==> src/shared/strap_consts.svh <==
// Offsets, bit positions, reset values and timing counts of the strap block
`ifndef STRAP_CONSTS_SVH
`define STRAP_CONSTS_SVH
`define LBR_IDX 8'h18
`define STS10_IDX 8'h1B
`define CTRL_IDX 8'h1C
`define LBR_ALIGN_BIT 12
`define LBR_SCR_BIT 13
`define LBR_CODE_BIT 14
`define STS10_SER_BIT 9
`define CTRL_SPEED_BIT 0
`define CTRL_RESET 32'h0000_0001
`define STRAP_SETTLE 3'h3
`endif

==> src/shared/strap_pkg.sv <==
// Types shared by the strap and mode select block
package strap_pkg;
    typedef struct packed {
        logic en;
        logic er;
        logic [3:0] d;
    } mii_tx_t;
    typedef struct packed {
        logic en;
        logic [4:0] d;
    } core_tx_t;
    typedef struct packed {
        logic dv;
        logic er;
        logic crs;
        logic col;
        logic [3:0] d;
    } mii_rx_t;
    typedef struct packed {
        logic serial;
        logic align;
        logic code;
        logic scr;
    } mode_t;
    typedef enum logic [0:0] {ST_WAIT, ST_HELD} cap_state_t;
endpackage

==> src/logic/phy_strap_mode_select.sv <==
// Strap capture, mode registers and MII datapath selection
`include "strap_consts.svh"
module phy_strap_mode_select (
    // Clock and reset
    input wire logic CLK,
    input wire logic RESETN,
    // Strap pins, asynchronous
    input wire strap_pkg::mode_t STRAP,
    // Avalon-MM slave
    input wire logic [7:0] AVS_ADDRESS,
    input wire logic AVS_READ,
    input wire logic AVS_WRITE,
    input wire logic [31:0] AVS_WRITEDATA,
    input wire logic [3:0] AVS_BYTEENABLE,
    output logic [31:0] AVS_READDATA,
    output logic AVS_WAITREQUEST,
    // MII transmit from MAC, and toward the coding core
    input wire strap_pkg::mii_tx_t TX_IN,
    output strap_pkg::core_tx_t CORE_TX,
    // Receive from the coding core, and toward the MAC
    input wire strap_pkg::mii_rx_t CORE_RX,
    output strap_pkg::mii_rx_t RX_OUT,
    // Effective stage controls and capture status
    output strap_pkg::mode_t PATH,
    output logic CFG_VALID
);

    // Byte address of a register index
    function automatic logic [7:0] byte_addr(input logic [7:0] idx);
        byte_addr = {idx[5:0], 2'h0};
    endfunction

    strap_pkg::mode_t sync1_r;
    strap_pkg::mode_t sync2_r;
    strap_pkg::mode_t lat_r;
    strap_pkg::mode_t path_nxt;
    strap_pkg::cap_state_t state_r;
    strap_pkg::core_tx_t tx_nxt;
    strap_pkg::mii_rx_t rx_nxt;
    logic [2:0] cnt_r;
    logic cap_en;
    logic speed100_r;
    logic wr_go;
    logic [31:0] rd_nxt;
    logic run_r;
    localparam logic [31:0] ctrl_reset_w = `CTRL_RESET;

    // Two-stage synchroniser on the strap pins
    always_ff @(posedge CLK or negedge RESETN) begin
        if (!RESETN) begin
            sync1_r <= '0;
            sync2_r <= '0;
        end else begin
            sync1_r <= STRAP;
            sync2_r <= sync1_r;
        end
    end

    // Capture once the synchroniser has flushed after reset
    assign cap_en = (state_r == strap_pkg::ST_WAIT) && (cnt_r == `STRAP_SETTLE);

    always_ff @(posedge CLK or negedge RESETN) begin
        if (!RESETN) begin
            state_r <= strap_pkg::ST_WAIT;
            cnt_r <= 3'h0;
        end else begin
            case (state_r)
                strap_pkg::ST_WAIT: begin
                    cnt_r <= cnt_r + 3'h1;
                    if (cap_en) begin
                        state_r <= strap_pkg::ST_HELD;
                    end
                end
                default: begin
                    cnt_r <= cnt_r;
                end
            endcase
        end
    end

    // Avalon handshake: one wait cycle, then the access completes
    assign wr_go = AVS_WRITE && !AVS_WAITREQUEST;

    always_ff @(posedge CLK or negedge RESETN) begin
        if (!RESETN) begin
            AVS_WAITREQUEST <= 1'b1;
        end else if ((AVS_READ || AVS_WRITE) && AVS_WAITREQUEST) begin
            AVS_WAITREQUEST <= 1'b0;
        end else begin
            AVS_WAITREQUEST <= 1'b1;
        end
    end

    // Latched strap bits; software may later override bypass bits
    always_ff @(posedge CLK or negedge RESETN) begin
        if (!RESETN) begin
            lat_r <= '0;
        end else if (cap_en) begin
            lat_r <= sync2_r;
        end else if (wr_go && AVS_ADDRESS == byte_addr(`LBR_IDX) && AVS_BYTEENABLE[1]) begin
            lat_r.align <= AVS_WRITEDATA[`LBR_ALIGN_BIT];
            lat_r.scr <= AVS_WRITEDATA[`LBR_SCR_BIT];
            lat_r.code <= AVS_WRITEDATA[`LBR_CODE_BIT];
        end
    end

    // Speed select; the rate detection sits outside this block
    always_ff @(posedge CLK or negedge RESETN) begin
        if (!RESETN) begin
            speed100_r <= ctrl_reset_w[`CTRL_SPEED_BIT];
        end else if (wr_go && AVS_ADDRESS == byte_addr(`CTRL_IDX) && AVS_BYTEENABLE[0]) begin
            speed100_r <= AVS_WRITEDATA[`CTRL_SPEED_BIT];
        end
    end

    // Read mux; unmapped addresses read as zero
    always_comb begin
        rd_nxt = 32'h0000_0000;
        if (AVS_ADDRESS == byte_addr(`LBR_IDX)) begin
            rd_nxt[`LBR_ALIGN_BIT] = lat_r.align;
            rd_nxt[`LBR_SCR_BIT] = lat_r.scr;
            rd_nxt[`LBR_CODE_BIT] = lat_r.code;
        end else if (AVS_ADDRESS == byte_addr(`STS10_IDX)) begin
            rd_nxt[`STS10_SER_BIT] = lat_r.serial;
        end else if (AVS_ADDRESS == byte_addr(`CTRL_IDX)) begin
            rd_nxt[`CTRL_SPEED_BIT] = speed100_r;
        end
    end

    always_ff @(posedge CLK or negedge RESETN) begin
        if (!RESETN) begin
            AVS_READDATA <= 32'h0000_0000;
        end else if (AVS_READ && AVS_WAITREQUEST) begin
            AVS_READDATA <= rd_nxt;
        end
    end

    // Effective modes from latched bits and the speed select only; pins never steer directly
    always_comb begin
        path_nxt.serial = lat_r.serial && !speed100_r;
        path_nxt.align = lat_r.align && speed100_r;
        path_nxt.code = (lat_r.code || lat_r.align) && speed100_r;
        path_nxt.scr = (lat_r.scr || lat_r.align) && speed100_r;
    end

    // Transmit selection; TX_ER gating differs between bypass modes
    always_comb begin
        tx_nxt.en = TX_IN.en;
        if (path_nxt.serial) begin
            tx_nxt.d = {4'h0, TX_IN.d[0]};
        end else if (path_nxt.align) begin
            tx_nxt.d = {TX_IN.er, TX_IN.d};
        end else begin
            tx_nxt.d = {TX_IN.er && TX_IN.en, TX_IN.d};
        end
    end

    // Receive selection; control lines forced quiet under alignment bypass
    always_comb begin
        rx_nxt = CORE_RX;
        if (path_nxt.serial) begin
            rx_nxt.d = {3'h0, CORE_RX.d[0]};
        end else if (path_nxt.align) begin
            rx_nxt.dv = 1'b0;
            rx_nxt.er = 1'b0;
            rx_nxt.crs = 1'b0;
            rx_nxt.col = 1'b0;
        end
    end

    // Registered outputs
    always_ff @(posedge CLK or negedge RESETN) begin
        if (!RESETN) begin
            CORE_TX <= '0;
            RX_OUT <= '0;
            PATH <= '0;
            CFG_VALID <= 1'b0;
        end else begin
            CORE_TX <= tx_nxt;
            RX_OUT <= rx_nxt;
            PATH <= path_nxt;
            CFG_VALID <= (state_r == strap_pkg::ST_HELD) || cap_en;
        end
    end

    // Checks start one edge after release; outputs still hold reset values before that
    always_ff @(posedge CLK or negedge RESETN) begin
        if (!RESETN) begin
            run_r <= 1'b0;
        end else begin
            run_r <= 1'b1;
        end
    end
endmodule // phy_strap_mode_select

==> config.mk <==
export PLATFORM = sky130hd
export DESIGN_NAME = phy_strap_mode_select
export DESIGN_NICKNAME = d
export VERILOG_FILES = /design/src/shared/strap_pkg.sv /design/src/logic/phy_strap_mode_select.sv
export VERILOG_INCLUDE_DIRS = /design/src /design/src/shared
export SDC_FILE = /design/constraint.sdc
export NUM_CORES = 1
export LEC_CHECK = 0
export BUFFER_PORTS_ARGS = -buffer_cell sky130_fd_sc_hd__buf_2
export CORE_ASPECT_RATIO = 1.75
export CORE_UTILIZATION = 44
export CTS_CLUSTER_SIZE = 24
export DETAILED_ROUTE_END_ITERATION = 8
export PLACE_DENSITY_LB_ADDON = 0.15
export SLEW_MARGIN = 20
export SYNTH_ARGS = -nofsm -noshare
export SYNTH_HDL_FRONTEND = slang
export SYNTH_SLANG_ARGS = --single-unit
==> constraint.sdc <==
create_clock -name CLK -period 1.9 [get_ports CLK]
set_clock_uncertainty 0.1 [all_clocks]
set_input_delay 0 -clock CLK [delete_from_list [all_inputs] [get_ports CLK]]
set_output_delay 0 -clock CLK [all_outputs]
set_load 0.05 [all_outputs]
# After elaboration in Yosys (flattened, before gate mapping)
# Index checks and enable logic that the tools add are counted.
[totals]
word_cells = 71
regBits = 42
in_bits = 66
[op_classes]
n_eq_ne = 4
mux = 16
n_reduce_logical = 20
bitwise_logic = 1
addsub = 1
[ops]
columns = ["operator", "n"]
rows = [
  ["$eq A8 B7 Y1 const B", 3],
  ["$logic_and A1 B1 Y1", 13],
  ["$mux W4", 3],
  ["$mux W5", 2],
  ["$mux W3", 3],
  ["$mux W1", 8],
  ["$logic_or A1 B1 Y1", 4],
  ["$add A3 B1 Y3 const B", 1],
  ["$eq A3 B2 Y1 const B", 1],
  ["$logic_not A1 Y1", 2],
  ["$reduce_bool A2 Y1", 1],
  ["$not A1 Y1", 1],
]

# Logic depth before layout (Yosys ltp)
# Gate-level depths: netlist of run 1.
[depth]
ltp_word = 6
depth_mapped = 5
ltp_nobuf = 5

# Worst setup path before layout of run 1
# OpenSTA, ideal clock, no wires.
[synth_timing]
path_kind = "flip-flop to flip-flop"
start = "reg AVS_WAITREQUEST"
end = "reg AVS_READDATA[12]"
stages_incl_launch_ff = 4
arrival_time_ps = 1284
n_path_buf = 0
required_ps = 1733
slack_ps = 449
cell_sequence = "dfstp_2 nand2_1 nor3_2 a22o_1"
[synth_between]
elab_chain_cells = 1
[synth_lines]
columns = ["element", "line_no", "rtl"]
rows = [
  ["start, declared", "phy_strap_mode_select.sv:16", "output logic AVS_WAITREQUEST,"],
  ["start signal, assigned", "phy_strap_mode_select.sv:86", "AVS_WAITREQUEST <= 1'b1;"],
  ["start signal, assigned", "phy_strap_mode_select.sv:88", "AVS_WAITREQUEST <= 1'b0;"],
  ["start signal, assigned", "phy_strap_mode_select.sv:90", "AVS_WAITREQUEST <= 1'b1;"],
  ["$logic_and A1 B1 Y1", "phy_strap_mode_select.sv:133", "end else if (AVS_READ && AVS_WAITREQUEST) begin"],
  ["end signal, assigned", "phy_strap_mode_select.sv:134", "AVS_READDATA <= rd_nxt;"],
  ["end, declared", "phy_strap_mode_select.sv:15", "output logic [31:0] AVS_READDATA,"],
]
# Every way passes these cells.
# A chain may end at the register's enable or synchronous reset.

# Worst setup path in the final report of run 1
[layout_timing]
start = "in AVS_ADDRESS[0]"
end = "reg AVS_READDATA[9]"
[layout_between]
elab_chain_cells = 3
[layout_lines]
columns = ["element", "line_no", "rtl"]
rows = [
  ["start, declared", "phy_strap_mode_select.sv:10", "input wire logic [7:0] AVS_ADDRESS,"],
  ["$eq A8 B7 Y1", "phy_strap_mode_select.sv:123", "end else if (AVS_ADDRESS == byte_addr(`STS10_IDX)) begin"],
  ["$mux W1", "phy_strap_mode_select.sv:123", ""],
  ["$mux W1 (*)", "phy_strap_mode_select.sv:119", "if (AVS_ADDRESS == byte_addr(`LBR_IDX)) begin"],
]
# Every way passes the cells marked *; elsewhere a longest branch is shown, timed or not.

==> impl_metrics.py, run 1 <==
metrics = {
    "floorplanning": {
        "num_rows": 29,
        "coreArea_um2": 3660,
        "fp.dieH_um": 84.5,
        "die_area_um2": 4150,
        "io_pins": 118,
        "die_w_um": 49.1,
        "initial_utilization": 0.467,
    },
    "timing": {
        "fin_ws_ps": 172,
        "max-slew-margin-rel": 0.404,
        "fin_setup_tns_ps": 0,
        "fin_crit_sh": 0.910,
        "finalHoldViolCount": 0,
        "rsz0062_at_grt": "false",
        "fin_crit_ps": 1730,
        "fmax_mhz": 579,
        "setup_viol": 0,
        "tightest_slew_ps": 894,
        "drv_slew": 0,
    },
    "yosys": {
        "synth_flop_cell": "dfrtp_1",
        "synth_top_area_cell": "dfrtp_1",
        "ys_seq_area_frac": 0.601,
        "synth_warnings": 0,
        "syn_area_um2": 1710,
        "ys_ff_latch": 41,
        "synth_cell_types": 35,
        "netlist_instances": 137,
        "synth_top_area_share": 0.570,
        "synth.avg_cell_area_um2": 12.5,
        "synthArstFlopShare": 1.00,
        "synthTopCellsByArea": "dfrtp_1 (57%), buf_4 (12%), and2_1 (3.7%)",
        "synth_edf_count": 0,
    },
    "flow_run": {
        "max_cap_viol_count": 0,
    },
    "route": {
        "wl_um": 3340,
        "drc": 0,
        "via_count": 1256,
        "routedWlPerCell_um": 12.2,
        "met1_length_um": 1050,
        "drt_iter0_drc": 22,
        "detail-route-antenna-nets": 0,
        "via_per_inst": 4.58,
        "wl_met2_um": 2100,
        "highest_layer": "met4",
        "drtPass1Iterations": 4,
        "wl_met3_um": 130,
    },
    "global_route": {
        "grt_usage": 0.178,
        "grt_pass1_wl_um": 5590,
        "antenna_found_initial": 0,
        "grt_pass1_vias": 1275,
        "grt_overflow": 0,
        "grt_max_degree": 42,
    },
    "placed_design": {
        "gp_congestion": 0.800,
        "dp_slack_ps": 425,
        "dpl.hpwl_um": 2320,
        "portBuffers": 60,
        "dpl.cell_count": 241,
    },
    "run_status": {
        "outcome": "complete, no violations",
    },
    "cts": {
        "clk_pin_slew_worst_paths_ps": 70,
        "cts.sinks": 41,
        "cts-htree-levels": 2,
        "cts-root-buf": "clkbuf_8",
        "insertion_delay_ps": 280,
        "cts_tree": "built",
        "cts_buffers": 5,
        "cts_buffer_depth": 2,
    },
    "critical_path": {
        "path_class": "in2reg",
        "rr_worst_depth": 4,
        "r2r_slack_ps": 170,
        "critPathMaxFanout": 3,
        "worst_setup_path_end_kind": "flip-flop",
        "r2r-end": "AVS_READDATA[9]",
        "r2r_start": "lat_r[3]",
        "start_kind": "primary input",
        "cp.arrival_ps": 1840,
        "critPathRequiredTime_ps": 2010,
    },
    "power_and_ir_drop": {
        "power_density_nw_per_um2": 838,
        "p_leak_nw": 1.20,
        "p_sw_w": 0.000550,
        "p_int_w": 0.00139,
        "clock_power_share": 0.347,
        "seq_power_share": 0.476,
        "max-vdd-ir-drop_mv": 0.781,
        "comb_power_share": 0.177,
        "switching_share": 0.284,
    },
    "final_layout": {
        "layout_commonest_cell": "buf_2",
        "utilization": 0.631,
        "fill_cells": 324,
        "multi_input_area_um2": 556,
        "finalNonFillerCells": 274,
        "nNetsFinal": 295,
        "areaGrowthSynthToFinish_pct": 35.0,
        "num_antenna_cells": 0,
        "post_route_cells_drive_above_1_share": 0.325,
        "regArea_um2": 1030,
        "final_cell_mix": "buf_2 (60), dfrtp_1 (39), conb_1 (27)",
    },
    "hold_path": {
        "hp-class": "in2reg",
        "hp-start": "AVS_ADDRESS[2]",
        "hold_end": "AVS_READDATA[0]",
        "holdPathStages": 3,
    },
}
worst max-delay path by stage:
| stage | from | end | slack, ps | cells after the start |
|---|---|---|---|---|
| global placement | cnt_r[0] | lat_r[2] | 420 | 5 |
| global route | lat_r[3] | AVS_READDATA[9] | 40 | 4 |
| detailed placement | cnt_r[0] | lat_r[2] | 420 | 5 |
| CTS | lat_r[3] | AVS_READDATA[9] | 150 | 4 |
| floorplan | AVS_WAITREQUEST | AVS_READDATA[12] | 450 | 3 |
| finish | AVS_ADDRESS[0] | AVS_READDATA[9] | 170 | 5 |
logic make-up (layout without fill, tap and decap cells):
| logic type | count (synthesis) | count (layout) | synth area share |
|---|---|---|---|
| DFF | 41 | 41 | 0.601 |
| and+or+nand+nor | 40 | 40 | 0.155 |
| buffers and inverters | 31 | 96 | 0.132 |
| AOI/OAI and AO/OA | 18 | 18 | 0.0716 |
| muxes | 3 | 3 | 0.0190 |
| adders and majority gates | 2 | 2 | 0.0146 |
| other | 1 | 27 | 0.00219 |
| xor gates and xnor gates | 1 | 1 | 0.00512 |
critical path, stage by stage:
cell	delay, ps
dlygate4sd3_1	540
buf_2	130
or4_1	480
dlygate4sd3_1	560
o21ai_0	130
routing by layer:
metal | vias up | global-route usage
li1 | 590 | -
met1 | 620 | 0.165
met2 | 40 | 0.355
met3 | 6 | 0.0344
met4 | 0 | 0.0749
met5 | - | 0
state kept, by name (all words and copies together), names as in the netlist, 3 cells and up:
signal / flops
RX_OUT: 8
CORE_TX: 6
AVS_READDATA: 5
PATH: 4
lat_r: 4
sync1_r: 4
sync2_r: 4
cnt_r: 3
what timing repair did:
item / CTS / global route
hold endpoints to repair: 61 / 0
hold buffers: 25 / 0
resized for setup: 0 / 0
setup buffers: 0 / 0
layout make-up:
cell class              count  share of cell area
clock inverters             2              0.0152
multi-input cells          91               0.240
well taps                  46              0.0249
flip-flops and latches     41               0.445
inverters                   3             0.00487
clock buffers               6              0.0314
repair buffers             85               0.238
cell usage after synthesis (all sizes together), types with 2 or more instances:
library cell / instances
nor3: 2
a31oi: 3
a22o: 3
nand3b: 2
inv: 3
o21ai: 2
mux2: 2
and2: 10
nand2: 8
buf: 28
or4: 2
nand3: 2
dfrtp: 39
o21a: 2
a21oi: 3
nor2: 3
and4b: 3
dfstp: 2
ha: 2
nand2b: 2
o31ai: 4
per-stage QoR:
step                hold slack, ps  power [W]  area (um2)
floorplan                     -396    0.00120        1810
global placement              8.29    0.00124        1950
detailed placement            9.31    0.00124        1950
CTS                           3.94    0.00196        2310
global route                  27.9    0.00202        2310
finish                        11.6    0.00194        2310
power groups by stage:
stage / Sequential (W) / Clock, W / Combinational [W]
after global routing: 0.000927 / 0.000731 / 0.000364
after detailed placement: 0.000940 / 0 / 0.000303
after global placement: 0.000938 / 0 / 0.000298
after CTS: 0.000922 / 0.000692 / 0.000343
final: 0.000922 / 0.000672 / 0.000344
after floorplan: 0.00101 / 0 / 0.000193
Power figures use the tool's default switching activity.
==> run 2: changes to the inputs <==
--- a/config.mk
+++ b/config.mk
@@ -6,6 +6,7 @@
 export SDC_FILE = /design/constraint.sdc
 export NUM_CORES = 1
 export LEC_CHECK = 0
+export ABC_AREA = 1
 export BUFFER_PORTS_ARGS = -buffer_cell sky130_fd_sc_hd__buf_2
 export CORE_ASPECT_RATIO = 1.75
 export CORE_UTILIZATION = 44
==> impl_metrics.py, run 2 <==
metrics = {
    "run_status": {
        "outcome": "complete, no violations",
    },
    "yosys": {
        "synth_top_area_share": 0.560,
        "synth_xor_xnor_area_share": 0.00503,
        "synth_fa_ha_area_frac": 0.0144,
        "netlist_instances": 177,
        "synth_most_common_cell": "dfrtp_1",
        "synth_flop_cell": "dfrtp_1",
        "synth_edf_count": 0,
        "muxShareOfSynthArea": 0,
        "syn_area_um2": 1740,
        "synth_cell_types": 23,
        "synth_common_cells": "dfrtp_1 (39), nand2_1 (35), buf_4 (27), inv_1 (19), nor2_1 (14)",
        "synth-compound-area-share": 0.0115,
        "synthArstFlopShare": 1.00,
        "ys_seq_area_frac": 0.591,
        "synth_top_area_cell": "dfrtp_1",
        "synthTopCellsByArea": "dfrtp_1 (56%), buf_4 (12%), nand2_1 (7.5%)",
        "synth_top_family_by_area": "simple AND/OR/NAND/NOR gates",
        "synth_warnings": 0,
        "ys_ff_latch": 41,
        "synth.avg_cell_area_um2": 9.84,
        "synth-simple-area-share": 0.208,
    },
    "floorplanning": {
        "die_w_um": 49.6,
        "initial_utilization": 0.471,
        "io_pins": 118,
        "num_rows": 29,
        "fp.dieH_um": 85.2,
        "die_area_um2": 4220,
        "coreArea_um2": 3700,
    },
    "critical_path": {
        "rr_worst_depth": 7,
        "r2r_start": "AVS_WAITREQUEST",
        "critPathMaxFanout": 3,
        "start_kind": "primary input",
        "cp.arrival_ps": 1750,
        "r2r_slack_ps": 290,
        "worst_setup_path_end_kind": "flip-flop",
        "critPathRequiredTime_ps": 2030,
        "r2r-end": "speed100_r",
        "path_class": "in2reg",
    },
    "route": {
        "detail-route-antenna-nets": 0,
        "drc": 0,
        "routedWlPerCell_um": 10.6,
        "via_count": 1324,
        "drtPass1Iterations": 4,
        "wl_met3_um": 164,
        "highest_layer": "met4",
        "wl_um": 3400,
        "via_per_inst": 4.11,
        "wl_met2_um": 1970,
        "drt_iter0_drc": 12,
        "met1_length_um": 1200,
    },
    "final_layout": {
        "nNetsFinal": 343,
        "largest_reg_flops": 8,
        "post_route_cells_drive_above_1_share": 0.330,
        "areaGrowthSynthToFinish_pct": 37.6,
        "top_regs": "RX_OUT x8, CORE_TX x6, AVS_READDATA x5",
        "layout_commonest_cell": "buf_2",
        "final_cell_mix": "buf_2 (60), dfrtp_1 (39), nand2_1 (35)",
        "num_antenna_cells": 0,
        "regMostFlops": "RX_OUT",
        "finalNonFillerCells": 322,
    },
    "global_route": {
        "antenna_found_initial": 0,
        "grt_pass1_vias": 1337,
        "grt_pass1_wl_um": 5510,
        "grt_max_degree": 16,
        "grt_overflow": 0,
        "grt_usage": 0.178,
    },
    "hold_path": {
        "hp-class": "in2reg",
        "holdPathStages": 5,
        "hp-start": "AVS_ADDRESS[4]",
        "hold_end": "AVS_READDATA[0]",
    },
    "cts": {
        "cts-htree-levels": 2,
        "clk_pin_slew_worst_paths_ps": 70,
        "insertion_delay_ps": 290,
        "cts_hold_buf": 30,
        "cts_buffer_depth": 2,
        "cts_tree": "built",
        "post_cts_buffers": 0,
        "post_cts_resized": 0,
        "cts.sinks": 41,
        "cts_buffers": 5,
        "cts-root-buf": "clkbuf_8",
    },
    "timing": {
        "fin_crit_ps": 1620,
        "finalHoldViolCount": 0,
        "rsz0062_at_grt": "false",
        "fmax_mhz": 618,
        "setup_viol": 0,
        "fin_crit_sh": 0.852,
        "drv_slew": 0,
        "fin_setup_tns_ps": 0,
    },
    "power_and_ir_drop": {
        "p_sw_w": 0.000570,
        "max-vdd-ir-drop_mv": 0.737,
        "p_leak_nw": 1.38,
        "switching_share": 0.311,
        "power_density_nw_per_um2": 765,
        "p_int_w": 0.00126,
        "seq_power_share": 0.503,
        "clock_power_share": 0.293,
        "comb_power_share": 0.204,
        "power_w": 0.00183,
    },
    "flow_run": {
        "max_cap_viol_count": 0,
    },
    "placed_design": {
        "dpl.hpwl_um": 2390,
        "dpl.cell_count": 284,
        "gp_congestion": 0.736,
        "portBuffers": 60,
    },
}
-- run 2: logic make-up after synthesis --
group                      after synthesis
DFF                                     41
buffers and inverters                   51
xor gates and xnor gates                 1
and+or+nand+nor                         77
AOI/OAI and AO/OA                        4
other                                    1
adders and majority gates                2
-- run 2: worst max path at each step --
stage,start,end,slack (ps),depth (start not counted)
finish,AVS_ADDRESS[0],speed100_r,280,9
CTS,AVS_WAITREQUEST,speed100_r,280,7
detailed placement,cnt_r[0],lat_r[2],520,6
floorplan,cnt_r[0],CFG_VALID,570,3
global route,AVS_WAITREQUEST,speed100_r,200,7
global placement,cnt_r[0],lat_r[2],520,6
-- run 2: metal layers --
metal	vias up	GRT usage
met1	602	0.169
li1	675	-
met4	0	0.0779
met5	-	0
met2	40	0.340
met3	7	0.0466
-- run 2: worst max-delay path, stage by stage --
cell and delay, ps:
dlygate4sd3_1 530, buf_2 120, nor2_2 100, nand2_2 90, nor2_2 150, nand3_1 80
dlygate4sd3_1 560, nand2_1 70, inv_1 40
-- run 2: through the flow --
stage          setup WS [ps]  cell area, um2   util  hold WS (ps)
3_5_place_dp             515            2010  0.543          -173
3_3_place_gp             517            2010  0.543          -168
2_1_floorplan            573            1840      -          -396
5_1_grt                  203            2400  0.647          37.0
6_report                 282            2400  0.647          5.88
4_1_cts                  281            2400  0.647          1.37
-- run 2: power by group through the flow --
| stage | clock (W) | sequential [W] | combinational (W) |
|---|---|---|---|
| 2_1_floorplan | 0 | 0.00102 | 0.000201 |
| 3_3_place_gp | 0 | 0.000938 | 0.000324 |
| 3_5_place_dp | 0 | 0.000939 | 0.000326 |
| 4_1_cts | 0.000568 | 0.000922 | 0.000374 |
| 5_1_grt | 0.000592 | 0.000926 | 0.000399 |
| 6_report | 0.000536 | 0.000922 | 0.000374 |
-- run 2: cell type report --
class                   instances  area (um2)
clock buffers                   5        68.8
clock inverters                 3        17.5
fillers                       349        1310
inverters                      24        90.1
multi-input cells             111         518
flip-flops and latches         41        1030
well taps                      46        57.6
repair buffers                 92         616
==> run 3: changes to the inputs <==
--- a/config.mk
+++ b/config.mk
@@ -12,6 +12,7 @@
 export CORE_UTILIZATION = 44
 export CTS_CLUSTER_SIZE = 24
 export DETAILED_ROUTE_END_ITERATION = 8
+export MAX_ROUTING_LAYER = met4
 export PLACE_DENSITY_LB_ADDON = 0.15
 export SLEW_MARGIN = 20
 export SYNTH_ARGS = -nofsm -noshare
==> impl_metrics.py, run 3 (same netlist as run 2, synthesis figures left out) <==
metrics = {
    "floorplanning": {
        "fp.dieH_um": 85.2,
        "initial_utilization": 0.471,
        "num_rows": 29,
        "io_pins": 118,
        "die_w_um": 49.6,
        "coreArea_um2": 3700,
        "die_area_um2": 4220,
    },
    "run_status": {
        "outcome": "complete, no violations",
    },
    "cts": {
        "insertion_delay_ps": 290,
        "cts_hold_buf": 30,
        "cts_buffers": 5,
        "cts-htree-levels": 2,
        "clk_pin_slew_worst_paths_ps": 70,
        "cts_buffer_depth": 2,
        "cts-root-buf": "clkbuf_8",
        "post_cts_resized": 0,
        "cts_tree": "built",
        "cts.sinks": 41,
        "post_cts_buffers": 0,
    },
    "final_layout": {
        "areaGrowthSynthToFinish_pct": 37.6,
        "num_antenna_cells": 0,
        "nNetsFinal": 343,
        "layout_commonest_cell": "buf_2",
        "final_cell_mix": "buf_2 (60), dfrtp_1 (39), nand2_1 (35)",
        "post_route_cells_drive_above_1_share": 0.330,
        "top_regs": "RX_OUT x8, CORE_TX x6, AVS_READDATA x5",
        "regMostFlops": "RX_OUT",
        "fill_cells": 349,
        "largest_reg_flops": 8,
    },
    "critical_path": {
        "r2r_slack_ps": 290,
        "r2r-end": "speed100_r",
        "critPathRequiredTime_ps": 2030,
        "r2r_start": "AVS_WAITREQUEST",
        "start_kind": "primary input",
        "critPathMaxFanout": 3,
        "rr_worst_depth": 7,
        "path_class": "in2reg",
        "worst_setup_path_end_kind": "flip-flop",
        "cp.arrival_ps": 1750,
    },
    "timing": {
        "finalHoldViolCount": 0,
        "fin_crit_ps": 1620,
        "fin_crit_sh": 0.852,
        "fmax_mhz": 618,
        "setup_viol": 0,
        "rsz0062_at_grt": "false",
        "drv_slew": 0,
        "fin_ws_ps": 282,
        "fin_setup_tns_ps": 0,
        "hold_ws_ps": 5.99,
    },
    "flow_run": {
        "max_cap_viol_count": 0,
    },
    "route": {
        "drc": 0,
        "routedWlPerCell_um": 10.6,
        "detail-route-antenna-nets": 0,
        "drtPass1Iterations": 4,
        "via_per_inst": 4.11,
        "wl_um": 3400,
        "via_count": 1324,
        "drt_iter0_drc": 12,
    },
    "global_route": {
        "grt_overflow": 0,
        "antenna_found_initial": 0,
        "grt_max_degree": 16,
        "grt-busiest-layer": "met2",
        "grt_pass1_vias": 1337,
        "grt_pass1_wl_um": 5510,
        "met2_usage": 0.340,
        "use_met1": 0.172,
        "grt_usage": 0.183,
        "grt.met3_usage": 0.0430,
    },
    "power_and_ir_drop": {
        "max-vdd-ir-drop_mv": 0.742,
        "switching_share": 0.312,
        "p_int_w": 0.00126,
        "seq_power_share": 0.503,
        "comb_power_share": 0.204,
        "p_sw_w": 0.000571,
        "clock_power_share": 0.293,
        "power_density_nw_per_um2": 765,
        "p_leak_nw": 1.38,
    },
    "hold_path": {
        "hold_end": "AVS_READDATA[0]",
        "holdPathStages": 5,
        "hp-start": "AVS_ADDRESS[4]",
        "hp-class": "in2reg",
    },
    "placed_design": {
        "dpl.hpwl_um": 2390,
        "gp_congestion": 0.745,
        "portBuffers": 60,
        "dp_slack_ps": 515,
    },
}
[run 3: power by group through the flow]
stage	Clock, W	Sequential [W]	Combinational, W
global placement	0	0.000938	0.000324
detailed placement	0	0.000939	0.000326
global route	0.000592	0.000926	0.000399
floorplan	0	0.00102	0.000201
finish	0.000538	0.000922	0.000374
CTS	0.000568	0.000922	0.000374
[run 3: layer usage]
layer / up-vias / part of all wire
li1: 675 / -
met1: 602 / 0.35
met2: 40 / 0.58
met3: 7 / 0.046
met4: 0 / 0.019
met5: - / 0
[run 3: per-stage QoR]
step | instances | utilization | total power [W] | cell area (um2)
final | 322 | 0.647 | 0.00183 | 2400
after global routing | 322 | 0.647 | 0.00192 | 2400
after CTS | 322 | 0.647 | 0.00186 | 2400
after detailed placement | 284 | 0.543 | 0.00126 | 2010
after global placement | 284 | 0.543 | 0.00126 | 2010
after floorplan | 203 | - | 0.00122 | 1840
[run 3: layout make-up]
type / count / area [um2] / share of cell area
clock buffers: 5 / 68.8 / 0.0287
clock inverters: 3 / 17.5 / 0.00731
inverters: 24 / 90.1 / 0.0376
multi-input cells: 111 / 518 / 0.216
flip-flops and latches: 41 / 1030 / 0.429
well taps: 46 / 57.6 / 0.0240
repair buffers: 92 / 616 / 0.257
[run 3: worst max-delay path by stage]
stage	startpoint	endpoint	slack, ps
final	AVS_ADDRESS[0]	speed100_r	280
after global routing	AVS_WAITREQUEST	speed100_r	200
after CTS	AVS_WAITREQUEST	speed100_r	280
after detailed placement	cnt_r[0]	lat_r[2]	520
after global placement	cnt_r[0]	lat_r[2]	520
after floorplan	cnt_r[0]	CFG_VALID	570
[run 3: critical path: stages]
cell	delay [ps]
dlygate4sd3_1	530
buf_2	120
nor2_2	100
nand2_2	90
nor2_2	150
nand3_1	80
dlygate4sd3_1	560
nand2_1	70
inv_1	40
